**src/inc/sctm_pkg.sv**
```systemverilog
// Purpose: shared constants and types of the smart card timer 0 block
// Assumes: 32-bit Avalon-MM register slave, byte addresses
// Notes: counter width is fixed here because the state struct needs it
package sctm_pkg;

	// register byte offsets
	localparam logic [4:0] SCTM_OFF_CTRL = 5'h00;
	localparam logic [4:0] SCTM_OFF_RELOAD = 5'h04;
	localparam logic [4:0] SCTM_OFF_RESULT = 5'h08;
	localparam logic [4:0] SCTM_OFF_STATUS = 5'h0c;
	localparam logic [4:0] SCTM_OFF_CLEAR = 5'h10;
	localparam logic [4:0] SCTM_OFF_IRQ_EN = 5'h14;
	localparam logic [4:0] SCTM_OFF_COUNT = 5'h18;

	// field positions
	localparam int SCTM_CTRL_RUN_BIT = 0;
	localparam int SCTM_CTRL_LIVE_BIT = 1;
	localparam int SCTM_CTRL_MODE_LSB = 4;
	localparam int SCTM_STAT_TMO_BIT = 0;
	localparam int SCTM_STAT_BUSY_BIT = 1;

	localparam int SCTM_CNT_W = 24;

	// mode encodings
	localparam logic [3:0] SCTM_MODE_FREE_ONCE = 4'h0;
	localparam logic [3:0] SCTM_MODE_ANY_ONCE = 4'h1;
	localparam logic [3:0] SCTM_MODE_RX_ONCE = 4'h2;
	localparam logic [3:0] SCTM_MODE_ATR = 4'h3;
	localparam logic [3:0] SCTM_MODE_FREE_LOOP = 4'h4;
	localparam logic [3:0] SCTM_MODE_ANY_LOOP = 4'h5;
	localparam logic [3:0] SCTM_MODE_RX_LOOP = 4'h6;
	localparam logic [3:0] SCTM_MODE_GAP = 4'h7;
	localparam logic [3:0] SCTM_MODE_UP = 4'h8;

	// values after reset, and the start value of the up count
	localparam logic [3:0] SCTM_RST_MODE = 4'h0;
	localparam logic [SCTM_CNT_W-1:0] SCTM_RST_CNT = 24'h000000;
	localparam logic [SCTM_CNT_W-1:0] SCTM_UP_PRESET = 24'hffffff;
	localparam logic [31:0] SCTM_RST_RDATA = 32'h00000000;

	typedef enum logic [1:0] {
		SCTM_IDLE,
		SCTM_WAIT_START,
		SCTM_WAIT_RST,
		SCTM_COUNT
	} sctm_phase_e;

	// card side events, all one-cycle pulses, reset release included
	typedef struct packed {
		logic rx_start;
		logic tx_start;
		logic atr;
		logic tick;
		logic rst_rel;
	} sctm_evt_s;

	typedef struct packed {
		logic waitreq;
		logic [31:0] rdata;
		logic run_en;
		logic live;
		logic [3:0] mode;
		logic [SCTM_CNT_W-1:0] reload;
		logic [SCTM_CNT_W-1:0] shadow;
		logic [SCTM_CNT_W-1:0] cnt;
		logic [SCTM_CNT_W-1:0] result;
		sctm_phase_e phase;
		logic tmo_flag;
		logic tmo_en;
		logic irq;
		logic rst_prev;
	} sctm_state_s;

	localparam sctm_state_s SCTM_STATE_RST = '{
		waitreq: 1'b1,
		rdata: SCTM_RST_RDATA,
		run_en: 1'b0,
		live: 1'b0,
		mode: SCTM_RST_MODE,
		reload: SCTM_RST_CNT,
		shadow: SCTM_RST_CNT,
		cnt: SCTM_RST_CNT,
		result: SCTM_RST_CNT,
		phase: SCTM_IDLE,
		tmo_flag: 1'b0,
		tmo_en: 1'b0,
		irq: 1'b0,
		rst_prev: 1'b0
	};

endpackage : sctm_pkg

```
**src/rtl/sctm_sync.sv**
```systemverilog
// Purpose: two-flop synchroniser for levels from pins
// Assumes: destination clock is clk_in
// Notes: first stage feeds only the second stage
module sctm_sync
	import sctm_pkg::*;
#(
	parameter int W = 1,
	parameter logic [W-1:0] RST_VAL = '0
) (
	input wire logic clk_in, // destination clock
	input wire logic rst_n_in, // async reset, active low
	input wire logic [W-1:0] d_in, // asynchronous level
	output logic [W-1:0] q_out // synchronised level
);

	logic [W-1:0] meta_r;

	always_ff @(posedge clk_in or negedge rst_n_in) begin
		if (!rst_n_in) begin
			meta_r <= RST_VAL;
			q_out <= RST_VAL;
		end else begin
			meta_r <= d_in;
			q_out <= meta_r;
		end
	end

endmodule : sctm_sync

```
**src/rtl/sctm_timer0.sv**
```systemverilog
// Purpose: timer channel 0 of a smart card host, modes 0 to 8
// Assumes: start, answer and tick pulses come from logic on clk_in
// Notes: card reset line arrives from a pin and is synchronised here
//
// Contract
// Mode 3 counts from card reset release once run enable is set.
// Mode 3 zero before the answer sets the flag, clears run enable.
// Mode 3 answer at nonzero count clears run enable, no flag.
// Software uses mode 3 only during card activation or warm reset.
// Mode 4 counts at once; at zero sets the flag, reloads, goes on.
// With live reload on, the newest count is loaded at the next zero.
// Every down count times out after the programmed count plus one ticks.
// Mode 5 at zero sets flag, reloads, restarts on any start bit.
// Mode 6 at zero sets flag, reloads, restarts on a received start.
// Mode 7 starts at the first start bit, runs until software stops.
// Mode 7 reloads the newest count on every further start bit; after a zero the code reloads the count held at start unless live is on.
// Mode 7 interrupts when zero comes before the next start bit.
// Mode 8 counts up into a 24-bit result, no interrupt, value plus one.
// Time-out flag stays until cleared, interrupts when enabled.
module sctm_timer0
	import sctm_pkg::*;
(
	input wire logic clk_in, // block clock, 40 MHz
	input wire logic rst_n_in, // async reset, active low
	input wire logic [4:0] avs_address_in, // byte address
	input wire logic avs_read_in, // read request
	input wire logic avs_write_in, // write request
	input wire logic [31:0] avs_writedata_in, // write data
	input wire logic [3:0] avs_byteenable_in, // write byte lanes
	output logic [31:0] avs_readdata_out, // read data
	output logic avs_waitrequest_out, // stall, high by default
	input wire logic card_reset_line_n_in, // card reset pin, low = reset
	input wire logic rx_start_in, // received start bit pulse
	input wire logic tx_start_in, // transmitted start bit pulse
	input wire logic atr_received_in, // answer-to-reset pulse
	input wire logic count_tick_in, // counter tick pulse
	output logic irq_out, // level interrupt
	output logic timer0_timeout_flag_out, // sticky time-out flag
	output logic timer0_run_enable_out // run enable readback
);

	sctm_state_s s_r;
	sctm_state_s s_nxt;
	sctm_evt_s evt;
	logic rst_sync;

	sctm_sync #(
		.W(1),
		.RST_VAL(1'b0)
	) u_rst_sync (
		.clk_in(clk_in),
		.rst_n_in(rst_n_in),
		.d_in(card_reset_line_n_in),
		.q_out(rst_sync)
	);

	// byte-lane merge of a write into an old word
	function automatic logic [31:0] sctm_merge(
		input logic [31:0] old,
		input logic [31:0] wd,
		input logic [3:0] be
	);
		logic [31:0] res;
		res = old;
		for (int i = 0; i < 4; i++) begin
			if (be[i]) begin
				res[i*8 +: 8] = wd[i*8 +: 8];
			end
		end
		return res;
	endfunction : sctm_merge

	always_comb begin
		logic req;
		logic wr;
		logic clr;
		logic hit;
		logic auto_clr;
		logic start_sel;
		logic [31:0] ctrl_word;
		logic [31:0] wmerged;
		logic [SCTM_CNT_W-1:0] reload_val;
		req = 1'b0;
		wr = 1'b0;
		clr = 1'b0;
		hit = 1'b0;
		auto_clr = 1'b0;
		start_sel = 1'b0;
		ctrl_word = 32'h00000000;
		wmerged = 32'h00000000;
		reload_val = SCTM_RST_CNT;
		s_nxt = s_r;

		evt.rx_start = rx_start_in;
		evt.tx_start = tx_start_in;
		evt.atr = atr_received_in;
		evt.tick = count_tick_in;
		// release of the card reset line is its rising edge
		evt.rst_rel = rst_sync && !s_r.rst_prev;
		s_nxt.rst_prev = rst_sync;

		ctrl_word[SCTM_CTRL_RUN_BIT] = s_r.run_en;
		ctrl_word[SCTM_CTRL_LIVE_BIT] = s_r.live;
		ctrl_word[SCTM_CTRL_MODE_LSB +: 4] = s_r.mode;

		// one wait cycle, then the access completes
		req = avs_read_in || avs_write_in;
		s_nxt.waitreq = !(req && s_r.waitreq);
		wr = avs_write_in && !s_r.waitreq;

		if (avs_read_in && s_r.waitreq) begin
			s_nxt.rdata = 32'h00000000;
			if (avs_address_in == SCTM_OFF_CTRL) begin
				s_nxt.rdata = ctrl_word;
			end else if (avs_address_in == SCTM_OFF_RELOAD) begin
				s_nxt.rdata[SCTM_CNT_W-1:0] = s_r.reload;
			end else if (avs_address_in == SCTM_OFF_RESULT) begin
				s_nxt.rdata[SCTM_CNT_W-1:0] = s_r.result;
			end else if (avs_address_in == SCTM_OFF_STATUS) begin
				s_nxt.rdata[SCTM_STAT_TMO_BIT] = s_r.tmo_flag;
				s_nxt.rdata[SCTM_STAT_BUSY_BIT] = s_r.phase == SCTM_COUNT;
			end else if (avs_address_in == SCTM_OFF_IRQ_EN) begin
				s_nxt.rdata[SCTM_STAT_TMO_BIT] = s_r.tmo_en;
			end else if (avs_address_in == SCTM_OFF_COUNT) begin
				s_nxt.rdata[SCTM_CNT_W-1:0] = s_r.cnt;
			end
		end

		// live reload takes the newest count, else the one held at start
		reload_val = s_r.live ? s_r.reload : s_r.shadow;
		if (s_r.mode == SCTM_MODE_RX_ONCE || s_r.mode == SCTM_MODE_RX_LOOP) begin
			start_sel = evt.rx_start;
		end else begin
			start_sel = evt.rx_start || evt.tx_start;
		end

		case (s_r.phase)
			SCTM_IDLE: begin
				if (s_r.run_en) begin
					s_nxt.shadow = s_r.reload;
					case (s_r.mode)
						SCTM_MODE_FREE_ONCE, SCTM_MODE_FREE_LOOP: begin
							s_nxt.phase = SCTM_COUNT;
							s_nxt.cnt = s_r.reload;
						end
						SCTM_MODE_UP: begin
							// preset so the stored value is elapsed minus one
							s_nxt.phase = SCTM_COUNT;
							s_nxt.cnt = SCTM_UP_PRESET;
						end
						SCTM_MODE_ATR: begin
							s_nxt.phase = SCTM_WAIT_RST;
						end
						SCTM_MODE_ANY_ONCE, SCTM_MODE_RX_ONCE,
						SCTM_MODE_ANY_LOOP, SCTM_MODE_RX_LOOP,
						SCTM_MODE_GAP: begin
							s_nxt.phase = SCTM_WAIT_START;
						end
						default: begin
							s_nxt.phase = SCTM_IDLE;
						end
					endcase
				end
			end
			SCTM_WAIT_START: begin
				if (start_sel) begin
					s_nxt.phase = SCTM_COUNT;
					s_nxt.cnt = reload_val;
				end
			end
			SCTM_WAIT_RST: begin
				if (evt.rst_rel) begin
					s_nxt.phase = SCTM_COUNT;
					s_nxt.cnt = reload_val;
				end
			end
			SCTM_COUNT: begin
				if (s_r.mode == SCTM_MODE_UP) begin
					if (evt.tick) begin
						s_nxt.cnt = s_r.cnt + 24'h000001;
					end
				end else if (evt.tick && s_r.cnt == SCTM_RST_CNT) begin
					// zero reached on a tick: count plus one ticks elapsed
					hit = 1'b1;
					case (s_r.mode)
						SCTM_MODE_FREE_LOOP: begin
							s_nxt.cnt = reload_val;
						end
						SCTM_MODE_ANY_LOOP, SCTM_MODE_RX_LOOP,
						SCTM_MODE_GAP: begin
							s_nxt.cnt = reload_val;
							s_nxt.phase = SCTM_WAIT_START;
						end
						default: begin
							auto_clr = 1'b1;
						end
					endcase
				end else if (s_r.mode == SCTM_MODE_ATR && evt.atr) begin
					auto_clr = 1'b1;
				end else if (s_r.mode == SCTM_MODE_GAP &&
					(evt.rx_start || evt.tx_start)) begin
					s_nxt.cnt = s_r.reload;
				end else if (evt.tick) begin
					s_nxt.cnt = s_r.cnt - 24'h000001;
				end
			end
			default: begin
				s_nxt.phase = SCTM_IDLE;
			end
		endcase

		if (auto_clr) begin
			s_nxt.run_en = 1'b0;
			s_nxt.phase = SCTM_IDLE;
		end
		if (!s_r.run_en) begin
			s_nxt.phase = SCTM_IDLE;
		end
		if (s_r.mode == SCTM_MODE_UP && s_r.phase == SCTM_COUNT) begin
			s_nxt.result = s_nxt.cnt;
		end

		// software write, taking precedence over the automatic clear
		if (wr) begin
			if (avs_address_in == SCTM_OFF_CTRL) begin
				wmerged = sctm_merge(ctrl_word, avs_writedata_in,
					avs_byteenable_in);
				s_nxt.run_en = wmerged[SCTM_CTRL_RUN_BIT];
				s_nxt.live = wmerged[SCTM_CTRL_LIVE_BIT];
				s_nxt.mode = wmerged[SCTM_CTRL_MODE_LSB +: 4];
			end else if (avs_address_in == SCTM_OFF_RELOAD) begin
				wmerged = sctm_merge({8'h00, s_r.reload}, avs_writedata_in,
					avs_byteenable_in);
				s_nxt.reload = wmerged[SCTM_CNT_W-1:0];
			end else if (avs_address_in == SCTM_OFF_CLEAR) begin
				clr = avs_byteenable_in[0] &&
					avs_writedata_in[SCTM_STAT_TMO_BIT];
			end else if (avs_address_in == SCTM_OFF_IRQ_EN) begin
				if (avs_byteenable_in[0]) begin
					s_nxt.tmo_en = avs_writedata_in[SCTM_STAT_TMO_BIT];
				end
			end
		end

		// sticky flag, a new time-out beats a clear in the same cycle
		s_nxt.tmo_flag = (s_r.tmo_flag && !clr) || hit;
		s_nxt.irq = s_nxt.tmo_flag && s_nxt.tmo_en;
	end

	always_ff @(posedge clk_in or negedge rst_n_in) begin
		if (!rst_n_in) begin
			s_r <= SCTM_STATE_RST;
		end else begin
			s_r <= s_nxt;
		end
	end

	assign avs_readdata_out = s_r.rdata;
	assign avs_waitrequest_out = s_r.waitreq;
	assign irq_out = s_r.irq;
	assign timer0_timeout_flag_out = s_r.tmo_flag;
	assign timer0_run_enable_out = s_r.run_en;

endmodule : sctm_timer0

```
**config.mk**
```make
export PLATFORM = sky130hd
export DESIGN_NAME = sctm_timer0
export DESIGN_NICKNAME = d
export VERILOG_FILES = /design/src/inc/sctm_pkg.sv /design/src/rtl/sctm_sync.sv /design/src/rtl/sctm_timer0.sv
export SDC_FILE = /design/constraint.sdc
export NUM_CORES = 1
export LEC_CHECK = 0
export BUFFER_PORTS_ARGS = -buffer_cell sky130_fd_sc_hd__buf_2
export CAP_MARGIN = 0
export CORE_AREA = 5 5 134 136
export CTS_BUF_LIST = sky130_fd_sc_hd__clkbuf_2 sky130_fd_sc_hd__clkbuf_4 sky130_fd_sc_hd__clkbuf_8
export DETAILED_ROUTE_END_ITERATION = 10
export DIE_AREA = 0 0 139 141
export PLACE_DENSITY = 0.74
export RECOVER_POWER = 50
export SYNTH_ARGS = -nofsm -noshare
export SYNTH_HDL_FRONTEND = slang
export SYNTH_SLANG_ARGS = --single-unit
```
**constraint.sdc**
```tcl
create_clock -name clk_in -period 3.4 [get_ports clk_in]
set_input_delay 1.02 -clock clk_in [delete_from_list [all_inputs] [get_ports clk_in]]
set_output_delay 1.02 -clock clk_in [all_outputs]
set_load 0.005 [all_outputs]
```
==> flow_summary.ini, run 1 <==
[status]
outcome = complete, but fails checks
violations = capacitance limit, slew limit

[critical_path]
worstPathArrival_ns = 3.30
rrSetupSlack_ns = 0.50
worst-setup-path-type = reg2reg
worstSetupEndpointType = flip-flop
startpoint_type = flip-flop
worstPathRequired_ns = 3.80
path_max_fanout = 7

[timing]
skew_ns = 0.01029
rsz0062_at_grt = no
hold_violations = 0
slew_headroom = -0.03360
hold_ws_ns = 0.3627
setup_tns_ns = 0
finalCritPeriodShare = 0.8543
fin_crit_ns = 2.905
setup_viol = 0
max_freq_mhz = 344.3
worst_pin_slew_ns = 1.550
drv_slew = 61
setup_slack_ns = 0.4952

[clock_tree]
cts.sinks = 135
holdBufCountCts = 0
cts.path.max_buffers = 2
cts_max_level = 4
clk_latency_ns = 0.46
ctsResizeCount = 0
ctsRootBufferMaster = clkbuf_8
cts_setup_buffers = 0
cts_made_buffers = 17
clk_pin_slew_ns = 0.08
cts_tree = built

[floorplanning]
ios = 86
die_area_mm2 = 0.01960
die-height_um = 141
start_util = 0.5298
die_w_um = 139
coreArea_mm2 = 0.01682
std_cell_rows = 48

[grt]
grt_util_all_layers = 0.2951
grt_max_degree = 62
antenna_found_initial = 0
grt_use_met3 = 0.1065
grt_pass1_vias = 7991
grt_use_met2 = 0.4114
top_usage_layer = met1
grt_overflow = 0
grt_util_met1 = 0.4218
grt_pass1_wl_mm = 45.76

[drt]
drtIter0Drc = 1282
postRouteAntennaNets = 0
remaining_drc_errors = 0
wl_mm = 28.79
wl_per_cell_um = 22.05
first_pass_iters = 8
via_count = 8454
routed_via_density = 6.473

[placed_design]
dp_hpwl_mm = 20.15
preCtsSetupSlack_ns = 0.1125
gp_congestion = 1.045
port_buffers = 68
dpl_cell_area_mm2 = 0.009550

[power_and_ir_drop]
p_int_mw = 3.389
power.density_mw_per_mm2 = 566.9
p_sw_frac = 0.3981
clockPowerShare = 0.243
peakVddDrop_mv = 0.3221
combPwrFrac = 0.370
power.leakage_nw = 4.212
p_sw_mw = 2.242
seqPwrFrac = 0.387

[yosys]
syn_area_mm2 = 0.008909
syn_inst = 1028
ys_seq_area_frac = 0.3794
ys_ff_latch = 135
yosysWarnings = 0
synth.avg_cell_area_um2 = 8.666
synth_edf_count = 0
synth_cell_type_count = 78
yosys_most_used_dff = dfrtp_1
async_flop_share = 1.000

[hold_path]
hp-class = reg2reg

[finish]
nets = 1126
diodes = 0
final_area_mm2 = 0.009932
drive_gt1_frac = 0.2266
syn_to_final_growth_pct = 11.49
finish.utilization = 0.5906

[run]
cap_violations = 1
-- final timing paths --
| path | end | from | depth (start not counted) |
|---|---|---|---|
| setup / recovery | s_r[18]$_DFFE_PN0P_ | s_r[30]$_DFF_PN0_ | 9 |
| hold reg to reg | u_rst_sync.q_out$_DFF_PN0_ | u_rst_sync.meta_r$_DFF_PN0_ | 0 |
| max in group asynchronous | s_r[28]$_DFFE_PN0P_ | rst_n_in | 2 |
| hold / removal | u_rst_sync.q_out$_DFF_PN0_ | u_rst_sync.meta_r$_DFF_PN0_ | 0 |
| min in group asynchronous | s_r[82]$_DFFE_PN0P_ | rst_n_in | 1 |
| setup reg to reg | s_r[18]$_DFFE_PN0P_ | s_r[30]$_DFF_PN0_ | 9 |
-- per-layer routing --
layer / vias up / routed length (um)
li1: 3832 / -
met1: 3983 / 12020
met2: 557 / 11670
met3: 82 / 4082
met4: 0 / 1022
met5: - / 0
-- worst max-delay path, stage by stage, from the launching register on --
cell and delay [ns]:
dfrtp_1 0.39, inv_1 0.12, ha_1 0.27, or3b_2 0.50, or4_1 0.57, or3_1 0.35, nand3_1 0.09, a31oi_1 0.08
o221ai_1 0.29, a22o_1 0.18
-- power groups by stage --
stage	registers, mW	logic, mW	clock network, mW
3_3_place_gp	2.18	1.99	0
3_5_place_dp	2.19	2.02	0
4_1_cts	2.16	2.03	1.40
6_report	2.18	2.09	1.37
2_1_floorplan	1.99	1.56	0
5_1_grt	2.21	2.28	1.47
-- metrics by stage --
step                      power, mW  cells
final                         5.631   1306
after global routing          5.957   1306
after CTS                     5.587   1306
after detailed placement      4.206   1274
after global placement        4.168   1274
after floorplan               3.551   1035
-- cells in the final DEF, fill, tap and decap left out, types with 8 or more instances in the layout --
cell type / synthesis / final
ha_1: 8 / 8
o211ai_1: 16 / 16
buf_4: 33 / 62
clkbuf_8: 0 / 19
nand3_1: 28 / 28
mux2i_1: 21 / 21
or4_1: 8 / 8
a21oi_1: 41 / 41
inv_1: 14 / 14
nand2_1: 114 / 114
xnor2_1: 21 / 21
a21o_1: 8 / 8
nor2_1: 74 / 74
o21ai_0: 111 / 111
a22oi_1: 9 / 9
and2_1: 8 / 8
nor4_1: 14 / 14
nor3_1: 32 / 32
nand4_1: 9 / 9
a222oi_1: 19 / 19
or3_1: 14 / 14
dfrtp_1: 134 / 134
conb_1: 1 / 8
buf_2: 5 / 62
mux2_2: 64 / 64
a211oi_1: 17 / 17
a31oi_1: 11 / 11
-- logic make-up (layout without fill, tap and decap cells) --
family | count (synthesis) | count (layout) | share of synthesized area
AO/OA/AOI/OAI | 297 | 297 | 0.2208
XOR/XNOR | 28 | 28 | 0.02753
adder cells (fa/ha/maj) | 8 | 8 | 0.01124
buffers and inverters | 138 | 184 | 0.07359
flip-flops | 135 | 135 | 0.3794
multiplexers | 85 | 85 | 0.1045
other | 1 | 8 | 0.0004209
AND/OR/NAND/NOR | 336 | 336 | 0.1826
-- state kept, by name (all words and copies together), names as in the netlist --
| register | flops |
|---|---|
| avs_waitrequest_out | 1 |
| irq_out | 1 |
| u_rst_sync.meta_r | 1 |
| avs_readdata_out | 24 |
| s_r | 105 |
| timer0_run_enable_out | 1 |
| u_rst_sync.q_out | 1 |
| timer0_timeout_flag_out | 1 |
-- cell type report --
type,count,area (um^2)
Fill cell,1516,6884
Multi-Input combinational cell,762,4906
Sequential cell,135,3379
Timing Repair Buffer,137,908.4
Tap cell,225,281.5
Clock buffer,21,276.5
Clock inverter,11,123.9
Inverter,15,56.30
-- synth_stat cells (all sizes together), types with 4 or more instances --
| library cell | count | area share |
|---|---|---|
| or3 | 14 | 0.0098 |
| ha | 8 | 0.011 |
| mux2 | 64 | 0.081 |
| buf | 43 | 0.034 |
| nand4 | 9 | 0.0063 |
| inv | 14 | 0.0059 |
| a22o | 7 | 0.0069 |
| o21a | 4 | 0.0034 |
| o21ai | 114 | 0.064 |
| xor2 | 7 | 0.0069 |
| o2111ai | 4 | 0.0039 |
| o211ai | 16 | 0.013 |
| a21oi | 43 | 0.025 |
| nor2 | 74 | 0.031 |
| a222oi | 19 | 0.021 |
| o221ai | 6 | 0.0059 |
| dfrtp | 134 | 0.38 |
| mux2i | 21 | 0.024 |
| a31oi | 11 | 0.0077 |
| nand3 | 28 | 0.016 |
| nand2 | 114 | 0.048 |
| nor4 | 15 | 0.011 |
| or4 | 10 | 0.0093 |
| xnor2 | 21 | 0.021 |
| nor2b | 6 | 0.0042 |
| a211oi | 18 | 0.016 |
| and2 | 8 | 0.0056 |
| nand2b | 7 | 0.0049 |
| a22oi | 9 | 0.0076 |
| a221oi | 7 | 0.0076 |
| nor3 | 33 | 0.020 |
| a21o | 8 | 0.0067 |
| clkbuf | 80 | 0.034 |
Power figures use the tool's default switching activity.
==> run 2: changes to the inputs <==
==> constraint.sdc (replaced) <==
create_clock -name clk_in -period 3.7 [get_ports clk_in]
set_input_delay 1.11 -clock clk_in [delete_from_list [all_inputs] [get_ports clk_in]]
set_output_delay 1.11 -clock clk_in [all_outputs]
set_load 0.005 [all_outputs]
==> flow_summary.ini, run 2 (synthesized netlist as in run 1, its figures left out) <==
[drt]
via_count = 8351
first_pass_iters = 5
remaining_drc_errors = 0
postRouteAntennaNets = 0
wl_per_cell_um = 21.52
routed_via_density = 6.464
drtIter0Drc = 1094
wl_mm = 27.80

[grt]
grt_pass1_vias = 7638
grt_overflow = 0
grt_util_all_layers = 0.2806
grt_max_degree = 71
grt_pass1_wl_mm = 43.53
antenna_found_initial = 0

[placed_design]
preCtsSetupSlack_ns = 0.2524
dp_hpwl_mm = 19.86
gp_congestion = 1.034
port_buffers = 68
place_inst = 1260

[status]
violations = capacitance limit, slew limit
outcome = complete, but fails checks

[timing]
fin_crit_ns = 3.219
hold_violations = 0
finalCritPeriodShare = 0.8699
drv_slew = 71
setup_viol = 0
worst_pin_slew_ns = 1.666
max_freq_mhz = 310.7
setup_tns_ns = 0
skew_ns = 0.01078
setup_slack_ns = 0.4815
slew_headroom = -0.1106
rsz0062_at_grt = no

[power_and_ir_drop]
p_sw_mw = 2.032
power.density_mw_per_mm2 = 518.1
peakVddDrop_mv = 0.2878
p_sw_frac = 0.4013
p_int_mw = 3.031
power.leakage_nw = 4.148
clockPowerShare = 0.252
seqPwrFrac = 0.419
combPwrFrac = 0.329

[critical_path]
worstSetupEndpointType = flip-flop
worst-setup-path-type = reg2reg
worstPathArrival_ns = 3.60
rrSetupSlack_ns = 0.48
path_max_fanout = 10
startpoint_type = flip-flop
worstPathRequired_ns = 4.08

[finish]
fill_cells = 1554
nets = 1112
instances_no_fill = 1292
mostFrequentLayoutCells = dfrtp_1, nand2_1, o21ai_0
regMostFlops = s_r
drive_gt1_frac = 0.2193
diodes = 0
final_common_cell = dfrtp_1
syn_to_final_growth_pct = 9.705
largest_register_ffs = 105

[hold_path]
hp-class = reg2reg

[clock_tree]
holdBufCountCts = 0
cts_max_level = 4
cts_made_buffers = 17
cts_setup_buffers = 0
ctsResizeCount = 0
clk_latency_ns = 0.46
cts.path.max_buffers = 2
cts_tree = built
cts.sinks = 135
ctsRootBufferMaster = clkbuf_8
clk_pin_slew_ns = 0.08

[floorplanning]
start_util = 0.5298
die_w_um = 139
ios = 86
std_cell_rows = 48
coreArea_mm2 = 0.01682
die_area_mm2 = 0.01960
die-height_um = 141

[run]
cap_violations = 1
==> run 2: cell count changes in the layout (fill, tap and decap cells not counted), sizes merged <==
cell,previous run,this run
clkbuf,29,25
clkinvlp,3,2
clkinv,6,5
buf,129,118
inv,15,18
==> run 2: path summary, 6_finish.rpt <==
kind                       depth (start not counted)                               end                   startpoint
setup / recovery                                   9                 s_r[52]$_DFF_PN0_            s_r[30]$_DFF_PN0_
setup reg to reg                                   9                 s_r[52]$_DFF_PN0_            s_r[30]$_DFF_PN0_
hold / removal                                     0        u_rst_sync.q_out$_DFF_PN0_  u_rst_sync.meta_r$_DFF_PN0_
min in group asynchronous                          1               s_r[84]$_DFFE_PN0P_                     rst_n_in
hold reg to reg                                    0        u_rst_sync.q_out$_DFF_PN0_  u_rst_sync.meta_r$_DFF_PN0_
max in group asynchronous                          2  avs_readdata_out[21]$_DFFE_PN0P_                     rst_n_in
==> run 2: critical path: stages (launching register included) <==
cell and delay, ns:
dfrtp_1 0.53, inv_1 0.20, ha_1 0.27, or3b_2 0.50, or4_1 0.57, nor4_1 0.35
xnor2_1 0.12, a211oi_1 0.27, o211ai_1 0.14, a21oi_1 0.18
==> run 2: per-stage QoR <==
step                      total power [mW]  hold slack, ns  utilization  area (um^2)
after floorplan                      3.263          0.3312            -         8935
after global placement               3.711          0.3383       0.5587         9395
after detailed placement             3.742          0.3362       0.5587         9395
after CTS                            5.023          0.3550       0.5831         9806
after global routing                 5.354          0.3688       0.5812         9773
final                                5.064          0.3525       0.5812         9773
==> run 2: area by class of cell <==
| cell class | instances | area [um^2] | area share |
|---|---|---|---|
| inverter | 15 | 56.30 | 0.005761 |
| sequential | 135 | 3379 | 0.3458 |
| clock buffer | 20 | 269.0 | 0.02753 |
| tap | 225 | 281.5 | 0.02881 |
| multi-input combinational | 762 | 4906 | 0.5020 |
| clock inverter | 12 | 141.4 | 0.01447 |
| timing repair buffer | 123 | 739.5 | 0.07566 |
==> run 2: layer usage <==
metal	wire length [um]	up-vias	track usage
li1	-	3792	-
met5	0	-	0
met2	11650	492	0.4012
met4	833	0	0.1030
met1	12050	4005	0.4127
met3	3263	62	0.06920
==> run 2: power by group through the flow <==
stage,clock (mW),sequential (mW),combinational [mW]
2_1_floorplan,0,1.83,1.44
3_3_place_gp,0,2.11,1.60
3_5_place_dp,0,2.12,1.62
4_1_cts,1.30,2.09,1.64
5_1_grt,1.37,2.16,1.83
6_report,1.28,2.12,1.67
